--- config.mk ---
export PLATFORM = sky130hd
export DESIGN_NAME = clock_switch
export DESIGN_NICKNAME = d
export VERILOG_FILES = /design/src/verilog/clk_switch_pkg.sv /design/src/verilog/clock_switch.sv /design/src/verilog/fall_counter.sv
export SDC_FILE = /design/constraint.sdc
export NUM_CORES = 1
export LEC_CHECK = 0
export ABC_AREA = 1
export BUFFER_PORTS_ARGS = -buffer_cell sky130_fd_sc_hd__buf_2
export CORE_UTILIZATION = 50
export CTS_CLUSTER_SIZE = 8
export DETAILED_ROUTE_END_ITERATION = 10
export GPL_ROUTABILITY_DRIVEN = 0
export PLACE_DENSITY = 0.74
export SLEW_MARGIN = 10
export SYNTH_ARGS = -nofsm -noshare
export SYNTH_HDL_FRONTEND = slang
export SYNTH_SLANG_ARGS = --single-unit
export TNS_END_PERCENT = 30
--- constraint.sdc ---
create_clock -name sys_clk_in -period 1.7 [get_ports sys_clk_in]
set_input_delay 0.17 -clock sys_clk_in [delete_from_list [all_inputs] [get_ports sys_clk_in]]
set_output_delay 0.17 -clock sys_clk_in [all_outputs]
set_load 0.03 [all_outputs]
--- src/verilog/clk_switch_pkg.sv ---
package clk_switch_pkg;
    // register offsets
    localparam logic [7:0] CTRL_ADDR    = 8'h8F;
    localparam logic [7:0] TRIM_ADDR    = 8'h90;
    // control field positions
    localparam int         SEL_LSB      = 0;
    localparam int         STABLE_BIT   = 2;
    localparam int         RUN_BIT      = 3;
    localparam int         IFS_LSB      = 4;
    // reset values
    localparam logic [1:0] SEL_RST      = 2'h0;
    localparam logic [2:0] IFS_RST      = 3'h0;
    localparam logic [5:0] TRIM_RST     = 6'h00;
    // source select codes; 11 is reserved
    localparam logic [1:0] SEL_PRIMARY  = 2'h0;
    localparam logic [1:0] SEL_SECOND   = 2'h1;
    localparam logic [1:0] SEL_INTERNAL = 2'h2;
    localparam logic [1:0] SEL_RESERVED = 2'h3;
    // frequency codes: 000 31.25k, 001 125k .. 110 4M, 111 8M
    localparam logic [2:0] IFS_SLOW     = 3'h0;
    // trim extremes, two's complement
    localparam logic [5:0] TRIM_MAX     = 6'h1F;
    localparam logic [5:0] TRIM_MIN     = 6'h20;
    // crystal primary mode codes on the mode pins
    localparam logic [2:0] MODE_LP      = 3'h0;
    localparam logic [2:0] MODE_XT      = 3'h1;
    localparam logic [2:0] MODE_HS      = 3'h2;
    // timing
    localparam int         CLK_HZ       = 20_000_000;
    localparam int         STABLE_US    = 4000;
    localparam int         STABLE_CYC   = STABLE_US * (CLK_HZ / 1_000_000);
    localparam int         TRIM_FAST_US = 1000;
    localparam int         TRIM_SLOW_TK = 8;
    localparam logic [10:0] OST_TICKS   = 11'h400;
    localparam logic [10:0] HOLD_TICKS  = 11'h008;

    // active system clock source
    typedef enum logic [1:0] {
        SRC_PRIMARY  = 2'h0,
        SRC_SECOND   = 2'h1,
        SRC_INTERNAL = 2'h2,
        SRC_SLOW     = 2'h3
    } src_t;

    typedef enum logic [4:0] {
        ST_BOOT  = 5'b00001,
        ST_RUN   = 5'b00010,
        ST_OST   = 5'b00100,
        ST_ALIGN = 5'b01000,
        ST_HOLD  = 5'b10000
    } sw_state_t;
endpackage

--- src/verilog/clock_switch.sv ---
// The implementer's own choice: the strobed register port.
`timescale 1ns/1ps
// system clock source selection, switching sequencer and trim
module clock_switch
#(
    parameter int STABLE_CYCLES = clk_switch_pkg::STABLE_CYC
)
(
    input  wire logic       sys_clk_in,     // 20 MHz system clock
    input  wire logic       rst_in,         // sync reset, high
    input  wire logic [7:0] addr_in,        // register address
    input  wire logic [7:0] wdata_in,       // write data
    input  wire logic       wr_in,          // write strobe
    input  wire logic       rd_in,          // read strobe
    output logic      [7:0] rdata_out,      // read data, next cycle
    input  wire logic [2:0] primary_mode_in, // primary mode config
    input  wire logic       two_speed_en_in, // two-speed start-up
    input  wire logic       failsafe_monitor_enable_in, // fail-safe
    input  wire logic       wake_in,        // wake from sleep pulse
    input  wire logic       prim_fail_in,   // primary osc failed
    input  wire logic       sec_fail_in,    // secondary osc failed
    input  wire logic       prim_fall_in,   // primary falling edge
    input  wire logic       sec_fall_in,    // secondary falling edge
    input  wire logic       int_fall_in,    // internal block fall
    input  wire logic       slow_fall_in,   // slow internal fall
    output logic      [1:0] sys_source_out, // active source
    output logic            clock_output_hold_out, // clock held low
    output logic      [2:0] int_freq_out,   // internal freq code
    output logic      [5:0] freq_trim_out,  // signed trim offset
    output logic            watchdog_suspend_out, // counter borrowed
    output logic            watchdog_clear_out,   // clear pulse
    output logic            cpu_hold_out    // execution waits
);
    clk_switch_pkg::sw_state_t state_q;
    clk_switch_pkg::sw_state_t state_d;
    clk_switch_pkg::src_t      active_q;
    clk_switch_pkg::src_t      active_d;
    clk_switch_pkg::src_t      target_q;
    clk_switch_pkg::src_t      target_d;
    clk_switch_pkg::src_t      sel_src;

    logic [1:0]  sel_q;
    logic [2:0]  ifs_q;
    logic [5:0]  trim_q;
    logic        run_flag_q;
    logic        stable_q;
    logic        pending_q;
    logic        cpu_hold_q;
    logic        wd_clr_q;
    logic [7:0]  rdata_q;
    logic [16:0] stab_cnt_q;
    logic        stab_run_q;

    logic        crystal;
    logic        ctrl_wr;
    logic [1:0]  sel_new;
    logic [2:0]  ifs_new;
    logic        change;
    logic        take;
    logic        stab_start;
    logic        stab_done;
    logic        cur_fall;
    logic        req_fall;
    logic        cnt_start;
    logic [10:0] cnt_limit;
    logic        cnt_tick;
    logic        cnt_done;
    logic        fail_now;
    logic        wake_now;

    // falling edge strobe of a given source
    function automatic logic fall_of(input clk_switch_pkg::src_t s,
                                     input logic [3:0] falls);
        unique case (s)
            clk_switch_pkg::SRC_PRIMARY:  fall_of = falls[0];
            clk_switch_pkg::SRC_SECOND:   fall_of = falls[1];
            clk_switch_pkg::SRC_INTERNAL: fall_of = falls[2];
            clk_switch_pkg::SRC_SLOW:     fall_of = falls[3];
        endcase
    endfunction

    assign crystal = (primary_mode_in == clk_switch_pkg::MODE_LP)
                  || (primary_mode_in == clk_switch_pkg::MODE_XT)
                  || (primary_mode_in == clk_switch_pkg::MODE_HS);

    // decode of software writes to the control register
    assign ctrl_wr = wr_in && (addr_in == clk_switch_pkg::CTRL_ADDR);
    assign ifs_new = wdata_in[clk_switch_pkg::IFS_LSB +: 3];
    assign sel_new = (wdata_in[clk_switch_pkg::SEL_LSB +: 2]
                      == clk_switch_pkg::SEL_RESERVED)
                   ? sel_q : wdata_in[clk_switch_pkg::SEL_LSB +: 2];
    assign change  = ctrl_wr && ((sel_new != sel_q) || (ifs_new != ifs_q));
    // leaving the slow code starts the delay
    assign stab_start = ctrl_wr && (ifs_q == clk_switch_pkg::IFS_SLOW)
                     && (ifs_new != clk_switch_pkg::IFS_SLOW);
    assign stab_done  = stab_run_q
                     && (stab_cnt_q == 17'(STABLE_CYCLES - 1));

    always_comb
    begin
        unique case (sel_q)
            clk_switch_pkg::SEL_SECOND:   sel_src = clk_switch_pkg::SRC_SECOND;
            clk_switch_pkg::SEL_INTERNAL:
                sel_src = clk_switch_pkg::SRC_INTERNAL;
            default:                      sel_src = clk_switch_pkg::SRC_PRIMARY;
        endcase
    end

    assign cur_fall = fall_of(active_q, {slow_fall_in, int_fall_in,
                                         sec_fall_in, prim_fall_in});
    assign req_fall = fall_of(target_q, {slow_fall_in, int_fall_in,
                                         sec_fall_in, prim_fall_in});

    // only the clock now running can fail over
    assign fail_now = failsafe_monitor_enable_in
        && (((active_q == clk_switch_pkg::SRC_PRIMARY) && prim_fail_in)
         || ((active_q == clk_switch_pkg::SRC_SECOND) && sec_fail_in));
    // wake with two-speed, crystal and primary select
    assign wake_now = wake_in && two_speed_en_in && crystal
                   && (sel_q == clk_switch_pkg::SEL_PRIMARY);

    // switching sequencer; a failed clock gives no edges, so
    // fail-over skips alignment and moves at once
    always_comb
    begin
        state_d  = state_q;
        active_d = active_q;
        target_d = target_q;
        take     = 1'b0;
        unique case (state_q)
            clk_switch_pkg::ST_BOOT:
            begin
                target_d = clk_switch_pkg::SRC_PRIMARY;
                if (crystal && two_speed_en_in)
                begin
                    active_d = clk_switch_pkg::SRC_SLOW;
                    state_d  = clk_switch_pkg::ST_OST;
                end
                else if (crystal)
                begin
                    active_d = clk_switch_pkg::SRC_PRIMARY;
                    state_d  = clk_switch_pkg::ST_OST;
                end
                else
                begin
                    active_d = clk_switch_pkg::SRC_PRIMARY;
                    state_d  = clk_switch_pkg::ST_RUN;
                end
            end
            clk_switch_pkg::ST_RUN:
            begin
                if (fail_now)
                begin
                    active_d = clk_switch_pkg::SRC_SLOW;
                end
                else if (wake_now)
                begin
                    active_d = clk_switch_pkg::SRC_SLOW;
                    target_d = clk_switch_pkg::SRC_PRIMARY;
                    state_d  = clk_switch_pkg::ST_OST;
                end
                // switch starts after the write cycle
                else if (pending_q)
                begin
                    take     = 1'b1;
                    target_d = sel_src;
                    if ((sel_src == clk_switch_pkg::SRC_PRIMARY) && crystal
                        && (active_q != clk_switch_pkg::SRC_PRIMARY))
                    begin
                        state_d = clk_switch_pkg::ST_OST;
                    end
                    else
                    begin
                        state_d = clk_switch_pkg::ST_ALIGN;
                    end
                end
            end
            clk_switch_pkg::ST_OST:
            begin
                if (cnt_done)
                begin
                    state_d = (active_q == target_q)
                            ? clk_switch_pkg::ST_RUN
                            : clk_switch_pkg::ST_ALIGN;
                end
            end
            clk_switch_pkg::ST_ALIGN:
            begin
                // wait a fall of current clock
                if (cur_fall)
                begin
                    state_d = clk_switch_pkg::ST_HOLD;
                end
            end
            clk_switch_pkg::ST_HOLD:
            begin
                if (cnt_done)
                begin
                    active_d = target_q;
                    state_d  = clk_switch_pkg::ST_RUN;
                end
            end
        endcase
    end

    // one counter serves both the start-up and the hold count
    assign cnt_start = (state_d != state_q)
                    && ((state_d == clk_switch_pkg::ST_OST)
                     || (state_d == clk_switch_pkg::ST_HOLD));
    assign cnt_limit = (state_q == clk_switch_pkg::ST_HOLD)
                     ? clk_switch_pkg::HOLD_TICKS
                     : clk_switch_pkg::OST_TICKS;
    assign cnt_tick  = (state_q == clk_switch_pkg::ST_HOLD)
                     ? req_fall : prim_fall_in;

    fall_counter u_fall_counter
    (
        .sys_clk_in (sys_clk_in),
        .rst_in     (rst_in),
        .start_in   (cnt_start),
        .limit_in   (cnt_limit),
        .tick_in    (cnt_tick),
        .done_out   (cnt_done)
    );

    // sequencer state
    always_ff @(posedge sys_clk_in)
    begin
        if (rst_in)
        begin
            state_q  <= clk_switch_pkg::ST_BOOT;
            active_q <= clk_switch_pkg::SRC_PRIMARY;
            target_q <= clk_switch_pkg::SRC_PRIMARY;
        end
        else
        begin
            state_q  <= state_d;
            active_q <= active_d;
            target_q <= target_d;
        end
    end

    // software fields; writes are accepted during a switch
    always_ff @(posedge sys_clk_in)
    begin
        if (rst_in)
        begin
            sel_q  <= clk_switch_pkg::SEL_RST;
            ifs_q  <= clk_switch_pkg::IFS_RST;
            trim_q <= clk_switch_pkg::TRIM_RST;
        end
        else
        begin
            if (ctrl_wr)
            begin
                sel_q <= sel_new;
                ifs_q <= ifs_new;
            end
            if (wr_in && (addr_in == clk_switch_pkg::TRIM_ADDR))
            begin
                trim_q <= wdata_in[5:0];
            end
        end
    end

    // a change during a switch queues a further one; set wins
    always_ff @(posedge sys_clk_in)
    begin
        if (rst_in)
        begin
            pending_q <= 1'b0;
        end
        else
        begin
            pending_q <= change || (pending_q && !take);
        end
    end

    always_ff @(posedge sys_clk_in)
    begin
        if (rst_in)
        begin
            stab_cnt_q <= 17'h00000;
            stab_run_q <= 1'b0;
        end
        else if (stab_start)
        begin
            stab_cnt_q <= 17'h00000;
            stab_run_q <= 1'b1;
        end
        else if (stab_done)
        begin
            stab_run_q <= 1'b0;
        end
        else if (stab_run_q)
        begin
            stab_cnt_q <= stab_cnt_q + 17'h00001;
        end
    end

    always_ff @(posedge sys_clk_in)
    begin
        if (rst_in)
        begin
            stable_q <= 1'b0;
        end
        else if (stab_done)
        begin
            stable_q <= 1'b1;
        end
        else if (stab_start)
        begin
            stable_q <= 1'b0;
        end
    end

    // running flag follows primary after count
    always_ff @(posedge sys_clk_in)
    begin
        if (rst_in)
        begin
            run_flag_q <= 1'b0;
        end
        else
        begin
            run_flag_q <= (state_q == clk_switch_pkg::ST_RUN)
                       && (active_q == clk_switch_pkg::SRC_PRIMARY);
        end
    end

    // without two-speed, execution waits for the crystal
    always_ff @(posedge sys_clk_in)
    begin
        if (rst_in)
        begin
            cpu_hold_q <= 1'b1;
        end
        else
        begin
            cpu_hold_q <= (state_d == clk_switch_pkg::ST_BOOT)
                || ((state_d == clk_switch_pkg::ST_OST)
                 && (active_d == clk_switch_pkg::SRC_PRIMARY));
        end
    end

    // watchdog cleared as the switch completes
    always_ff @(posedge sys_clk_in)
    begin
        if (rst_in)
        begin
            wd_clr_q <= 1'b0;
        end
        else
        begin
            wd_clr_q <= (state_q != clk_switch_pkg::ST_RUN)
                     && (state_q != clk_switch_pkg::ST_BOOT)
                     && (state_d == clk_switch_pkg::ST_RUN);
        end
    end

    // register reads; unmapped addresses read zero
    always_ff @(posedge sys_clk_in)
    begin
        if (rst_in)
        begin
            rdata_q <= 8'h00;
        end
        else if (rd_in && (addr_in == clk_switch_pkg::CTRL_ADDR))
        begin
            rdata_q <= {1'b0, ifs_q, run_flag_q, stable_q, sel_q};
        end
        else if (rd_in && (addr_in == clk_switch_pkg::TRIM_ADDR))
        begin
            rdata_q <= {2'h0, trim_q};
        end
        else
        begin
            rdata_q <= 8'h00;
        end
    end

    // outputs; trim drives the oscillators with no done flag
    assign rdata_out             = rdata_q;
    assign sys_source_out        = active_q;
    // clock output held low during the hold count
    assign clock_output_hold_out = (state_q == clk_switch_pkg::ST_HOLD);
    assign int_freq_out          = ifs_q;
    assign freq_trim_out         = trim_q;
    // watchdog counter borrowed as start-up timer
    assign watchdog_suspend_out  = (state_q != clk_switch_pkg::ST_RUN);
    assign watchdog_clear_out    = wd_clr_q;
    assign cpu_hold_out          = cpu_hold_q;
endmodule

--- src/verilog/fall_counter.sv ---
`timescale 1ns/1ps
// counts falling-edge strobes of a clock until a limit is reached
module fall_counter
(
    input  wire logic        sys_clk_in, // system clock
    input  wire logic        rst_in,     // sync reset, high
    input  wire logic        start_in,   // restart the count
    input  wire logic [10:0] limit_in,   // falls to count
    input  wire logic        tick_in,    // one falling edge seen
    output logic             done_out    // pulse on last fall
);
    logic [10:0] count_q;
    logic        busy_q;
    logic        last;

    assign last = busy_q && tick_in && (count_q == limit_in - 11'h001);

    // count runs only between start and the final fall
    always_ff @(posedge sys_clk_in)
    begin
        if (rst_in || start_in)
        begin
            count_q <= 11'h000;
            busy_q  <= !rst_in;
        end
        else if (last)
        begin
            busy_q <= 1'b0;
        end
        else if (busy_q && tick_in)
        begin
            count_q <= count_q + 11'h001;
        end
    end

    // done is registered so the switch lands on a clean edge
    always_ff @(posedge sys_clk_in)
    begin
        if (rst_in)
        begin
            done_out <= 1'b0;
        end
        else
        begin
            done_out <= last && !start_in;
        end
    end
endmodule

# Word level (Yosys, flattened, before mapping)

Cells that the tools add are included.
Widths: inputs -> output; s select.

Flip-flop bits (word level): 64
Input port bits: 32
Output and inout bits: 23
Logic and storage cells: 147

$add $sub $neg: 3
Eq/ne operators: 32
Multiplexer cells: 38
Bitwise logic cells: 2
Reductions and logical operators: 54

Operator list:

| operator              | number |
|---|---|
| $mux 5                | 6 |
| $logic_and 1x1->1     | 26 |
| $pmux 5 s5            | 1 |
| $add 17x1->17 const B | 1 |
| $eq 17x17->1 const B  | 1 |
| $eq 8x8->1 const B    | 2 |
| $mux 2                | 8 |
| $eq 2x2->1 const B    | 6 |
| $add 11x1->11 const B | 1 |
| $eq 11x11->1          | 1 |
| $mux 1                | 11 |
| $mux 11               | 1 |
| $sub 11x1->11 const B | 1 |
| $eq 5x1->1 const B    | 2 |
| $eq 5x2->1 const B    | 2 |
| $eq 5x3->1 const B    | 2 |
| $eq 5x5->1 const B    | 2 |
| $logic_not 2->1       | 5 |
| $logic_or 1x1->1      | 8 |
| $mux 4                | 2 |
| $pmux 1 s4            | 2 |
| $pmux 2 s2            | 2 |
| $reduce_bool 2->1     | 4 |
| $mux 7                | 1 |
| other kinds (22)      | 31 |

# Depth between registers and ports, before layout

Depth after elaboration: 15
Gate-level depth with buffers: 13
Mapped depth without buffers: 12

# Hierarchy

Synthesis repeated with hierarchy kept, for this count alone.

Cell total of the unflattened synthesis: 615
Area total of the unflattened synthesis: 3988.8 um^2

By module, submodules not included:

| module       | instances | cells an instance | area each (um^2) | seq. area each (um^2) |
|---|---|---|---|---|
| clock_switch | 1         | 426               | 2851.5           | 1001.0 |
| fall_counter | 1         | 189               | 1137.3           | 270.3 |

# Worst setup path after synthesis

OpenSTA, ideal clock, no wires.

Path kind: flip-flop to flip-flop
Start: register state_q[2]
End: register u_fall_counter.busy_q, enable pin
Library setup time: 0.295 ns
Arrival: 1.368 ns
Required time: 1.405 ns
Setup slack: 0.037 ns
Stages on the path, launching flop included: 11
Buffers on the path: 1
Period minus slack after synthesis: 1.663 ns
Cell sequence: dfxtp_1 > nor2_4 > inv_2 > nor2_8 > nand2_4 > nand2_2 > nand2_2 > nor2_4 > buf_6 > nand3_1 > nand3_1

Elaborated cells on any way between the ends: 25
Those cells by class: add/sub (1); eq/ne (9); mux (9); reduce/logical (6)

RTL lines:

| element                                                               | line                | RTL |
|---|---|---|
| start: declaration                                                    | clock_switch.sv:34  | `clk_switch_pkg::sw_state_t state_q;` |
| start signal: assignment                                              | clock_switch.sv:231 | `state_q <= clk_switch_pkg::ST_BOOT;` |
| start signal: assignment                                              | clock_switch.sv:237 | `state_q <= state_d;` |
| $eq 5x5->1 (*)                                                        | --                  |  |
| net clock_output_hold_out                                             | clock_switch.sv:27  | `output logic clock_output_hold_out,` |
| parallel branches: the longest is 5 deep, another holds $sub 11x1->11 | --                  |  |
| $reduce_bool 2->1 (no source line) (*)                                | --                  |  |
| end signal: assignment                                                | fall_counter.sv:24  | `busy_q <= !rst_in;` |
| end: declaration                                                      | fall_counter.sv:13  | `logic busy_q;` |

Mark *: on every way through the listed nets, which the timed path passes.
A chain may end at the register's enable or synchronous reset.

# Worst setup path in the final report

Start: register state_q[2]
End: output port watchdog_suspend_out

Word-level cells in the longest chain between the ends: 1

RTL lines:

| element          | line                | RTL |
|---|---|---|
| $ne 5x2->1       | clock_switch.sv:390 | `assign watchdog_suspend_out = (state_q != clk_switch_pkg::ST_RUN);` |
| end: declaration | clock_switch.sv:30  | `output logic watchdog_suspend_out,` |

No other way between the ends.

==> results.yml <==
critical_path:
  rrSetupSlack_ns: 0.06
  start_kind: "flip-flop"
  crit_path_end_kind: "primary output"
  reg2reg_from: "state_q[2]"
  critPathRequiredTime_ns: 1.53
  worst-path-max-fanout: 10
  r2r_end: "u_fall_counter.busy_q"
  critical_path_arrival_ns: 1.48
  critPathKind: "reg -> out"
  reg2reg_depth: 9
grt:
  antenna_found_initial: 0
  grt_pass1_wl_um: 14500
  grt_usage: 0.240
  overflow: 0
  grt_start_max_net_pins: 19
  grt_pass1_vias: 3381
synth:
  async_flop_share: 0
  yosys-top-cells-area: "dfxtp_1, nand2_1, nand3_1"
  seq_area_frac_synth: 0.348
  synth-edff-count: 1
  synth_flop_cell: "dfxtp_1"
  synth_common_cells: "nand2_1, inv_1, dfxtp_1"
  ys_ff_latch: 63
  synth_top_cell_by_area: "dfxtp_1"
  syn_nets: 584
  synth_top_area_share: 0.340
  synth_most_common_cell: "nand2_1"
  ys_warn_count: 0
  synthCells: 547
  synth_area_mm2: 0.00365
  synth_area_per_cell_um2: 6.68
  synth_cell_types: 35
timing:
  tightest_slew_ns: 0.526
  period_share: 0.969
  setup_viol: 0
  rsz0062_at_grt: "yes"
  timing.slew.headroom: 0.644
  period_needed_ns: 1.65
  tns_ns: 0
  fmax_mhz: 607
  fin_skew_ns: 0.0102
  slew_violations: 0
  hold_violations: 0
power:
  clkPwrFrac: 0.420
  p_switching_mw: 0.838
  powerDensity_mw_per_mm2: 725
  internal-power_mw: 2.32
  leakage_nw: 1.94
  seq_power_share: 0.482
  power_switching_share: 0.266
  combPwrFrac: 0.099
  peakVddDrop_mv: 0.416
run:
  drv_cap: 0
die:
  core-area_mm2: 0.00691
  rows: 30
  io_pins: 55
  fp.dieH_um: 87.5
  dieWidth_um: 87.5
  dieArea_mm2: 0.00765
  start_util: 0.529
cts:
  root_buffer: "clkbuf_8"
  htreeDepth: 3
  clkLatencyLatePin_ns: 0.35
  clock_path_buffers: 2
  tritoncts: "built"
  cts.sinks: 63
  cts_hold_buffers: 0
  cts_buffers: 9
  clk_pin_slew_worst_paths_ns: 0.07
detailed_routing:
  first_iter_violations: 130
  first_pass_iters: 5
  via_per_inst: 5.05
  remaining_drc_errors: 0
  ant_nets: 0
  vias: 3623
  drt_wl_total_um: 8450
  routedWlPerCell_um: 11.8
hold_path:
  hold_end: "freq_trim_out[3]"
  hold_class: "in -> reg"
  hp-start: "wdata_in[3]"
  min_path_cells: 3
placement:
  place_area_mm2: 0.00407
  dpl.hpwl_um: 6060
  dp_cells: 699
  portBuffers: 52
run_status:
  outcome: "finished, final reports clean"
finish:
  layout.cells.non_filler: 717
  area_delta_synth_final_pct: 19.2
  drive_gt1_frac: 0.219
  stdcell_area_mm2: 0.00435
  n_antenna_cell: 0
  fin_nets: 653
  fin_util: 0.630
-- flip-flops by register name (all words and copies together), names as in the netlist --
name / count
stab_cnt_q: 17
u_fall_counter.count_q: 11
rdata_out: 7
freq_trim_out: 6
state_q: 5
int_freq_out: 3
sel_q: 2
sys_source_out: 2
target_q: 2
cpu_hold_out: 1
pending_q: 1
run_flag_q: 1
stab_run_q: 1
stable_q: 1
u_fall_counter.busy_q: 1
u_fall_counter.done_out: 1
watchdog_clear_out: 1
-- how the worst max path moves through the flow --
stage                  startpoint                          to  slack (ns)  cells after the start
finish                 state_q[2]        watchdog_suspend_out        0.05                      5
global route           state_q[2]  u_fall_counter.count_q[10]       -0.07                     12
CTS                      sel_q[0]   u_fall_counter.count_q[0]       0.003                     12
detailed placement  stab_cnt_q[1]              stab_cnt_q[12]        0.01                      8
global placement         sel_q[0]   u_fall_counter.count_q[4]        0.05                     12
floorplan              state_q[2]       u_fall_counter.busy_q        0.04                     10
-- final cells by class --
type	instances	area [µm²]
Fill cell	666	2550
Multi-Input combinational cell	396	2050
Sequential cell	63	1280
Timing Repair Buffer	74	429
Inverter	72	274
Clock buffer	10	138
Tap cell	96	120
Clock inverter	6	60.1
-- power groups by stage --
stage / registers, mW / clock network, mW / logic [mW]
after floorplan: 1.57 / 0 / 0.193
after global placement: 1.55 / 0 / 0.292
after detailed placement: 1.55 / 0 / 0.298
after CTS: 1.52 / 1.36 / 0.301
after global routing: 1.52 / 1.42 / 0.344
final: 1.52 / 1.32 / 0.311
-- per-layer routing --
metal	global-route usage	share of wire	vias to the layer above
met5	0	0	-
met4	0.0805	0.012	0
met3	0.0578	0.051	14
met2	0.413	0.49	100
met1	0.292	0.45	1632
li1	-	-	1877
-- repair_timing --
item	CTS	global route
pin swaps	0	2
cloned	0	0
setup buffers	2	0
endpoints found under the setup margin	3	33
resized for setup	1	20
-- per-stage QoR --
step	total power [mW]	hold slack (ns)	setup WS, ns
floorplan	1.76	0.313	0.0372
global placement	1.84	0.448	0.0484
detailed placement	1.85	0.448	0.0107
CTS	3.18	0.0863	0.00278
global route	3.29	0.102	-0.0714
finish	3.15	0.106	0.0532
-- logic make-up after synthesis --
group / synth area share
other: 0.00103
DFF: 0.348
xor gates and xnor gates: 0.0600
adders and majority gates: 0.0171
and+or+nand+nor: 0.367
AOI/OAI and AO/OA: 0.102
buffers and inverters: 0.104
-- critical path, stage by stage (launching register included) --
cell and delay [ns]:
dfxtp_1 0.35, nor2_4 0.21, nand2_4 0.09, nor2_8 0.15
inv_1 0.13, buf_2 0.20
-- placed cells by master, fill, tap and decap left out, types with 2 or more instances in the layout --
cell        count
nand2_1       136
inv_1          65
nand3_1        57
dfxtp_1        53
buf_2          52
nor2_1         50
a21oi_1        44
o21ai_0        21
buf_4          21
xor2_1         19
nor3_1         13
clkbuf_8       10
dfxtp_2         9
nand2_2         8
nand4_1         8
inv_2           6
xnor2_1         6
nand2_4         4
nor2_2          4
ha_1            4
nor2_4          3
clkinvlp_4      3
clkinv_2        3
nor2_8          2
nand3_2         2
a21oi_2         2
nor4_1          2
(Power assumes the default switching activity.)
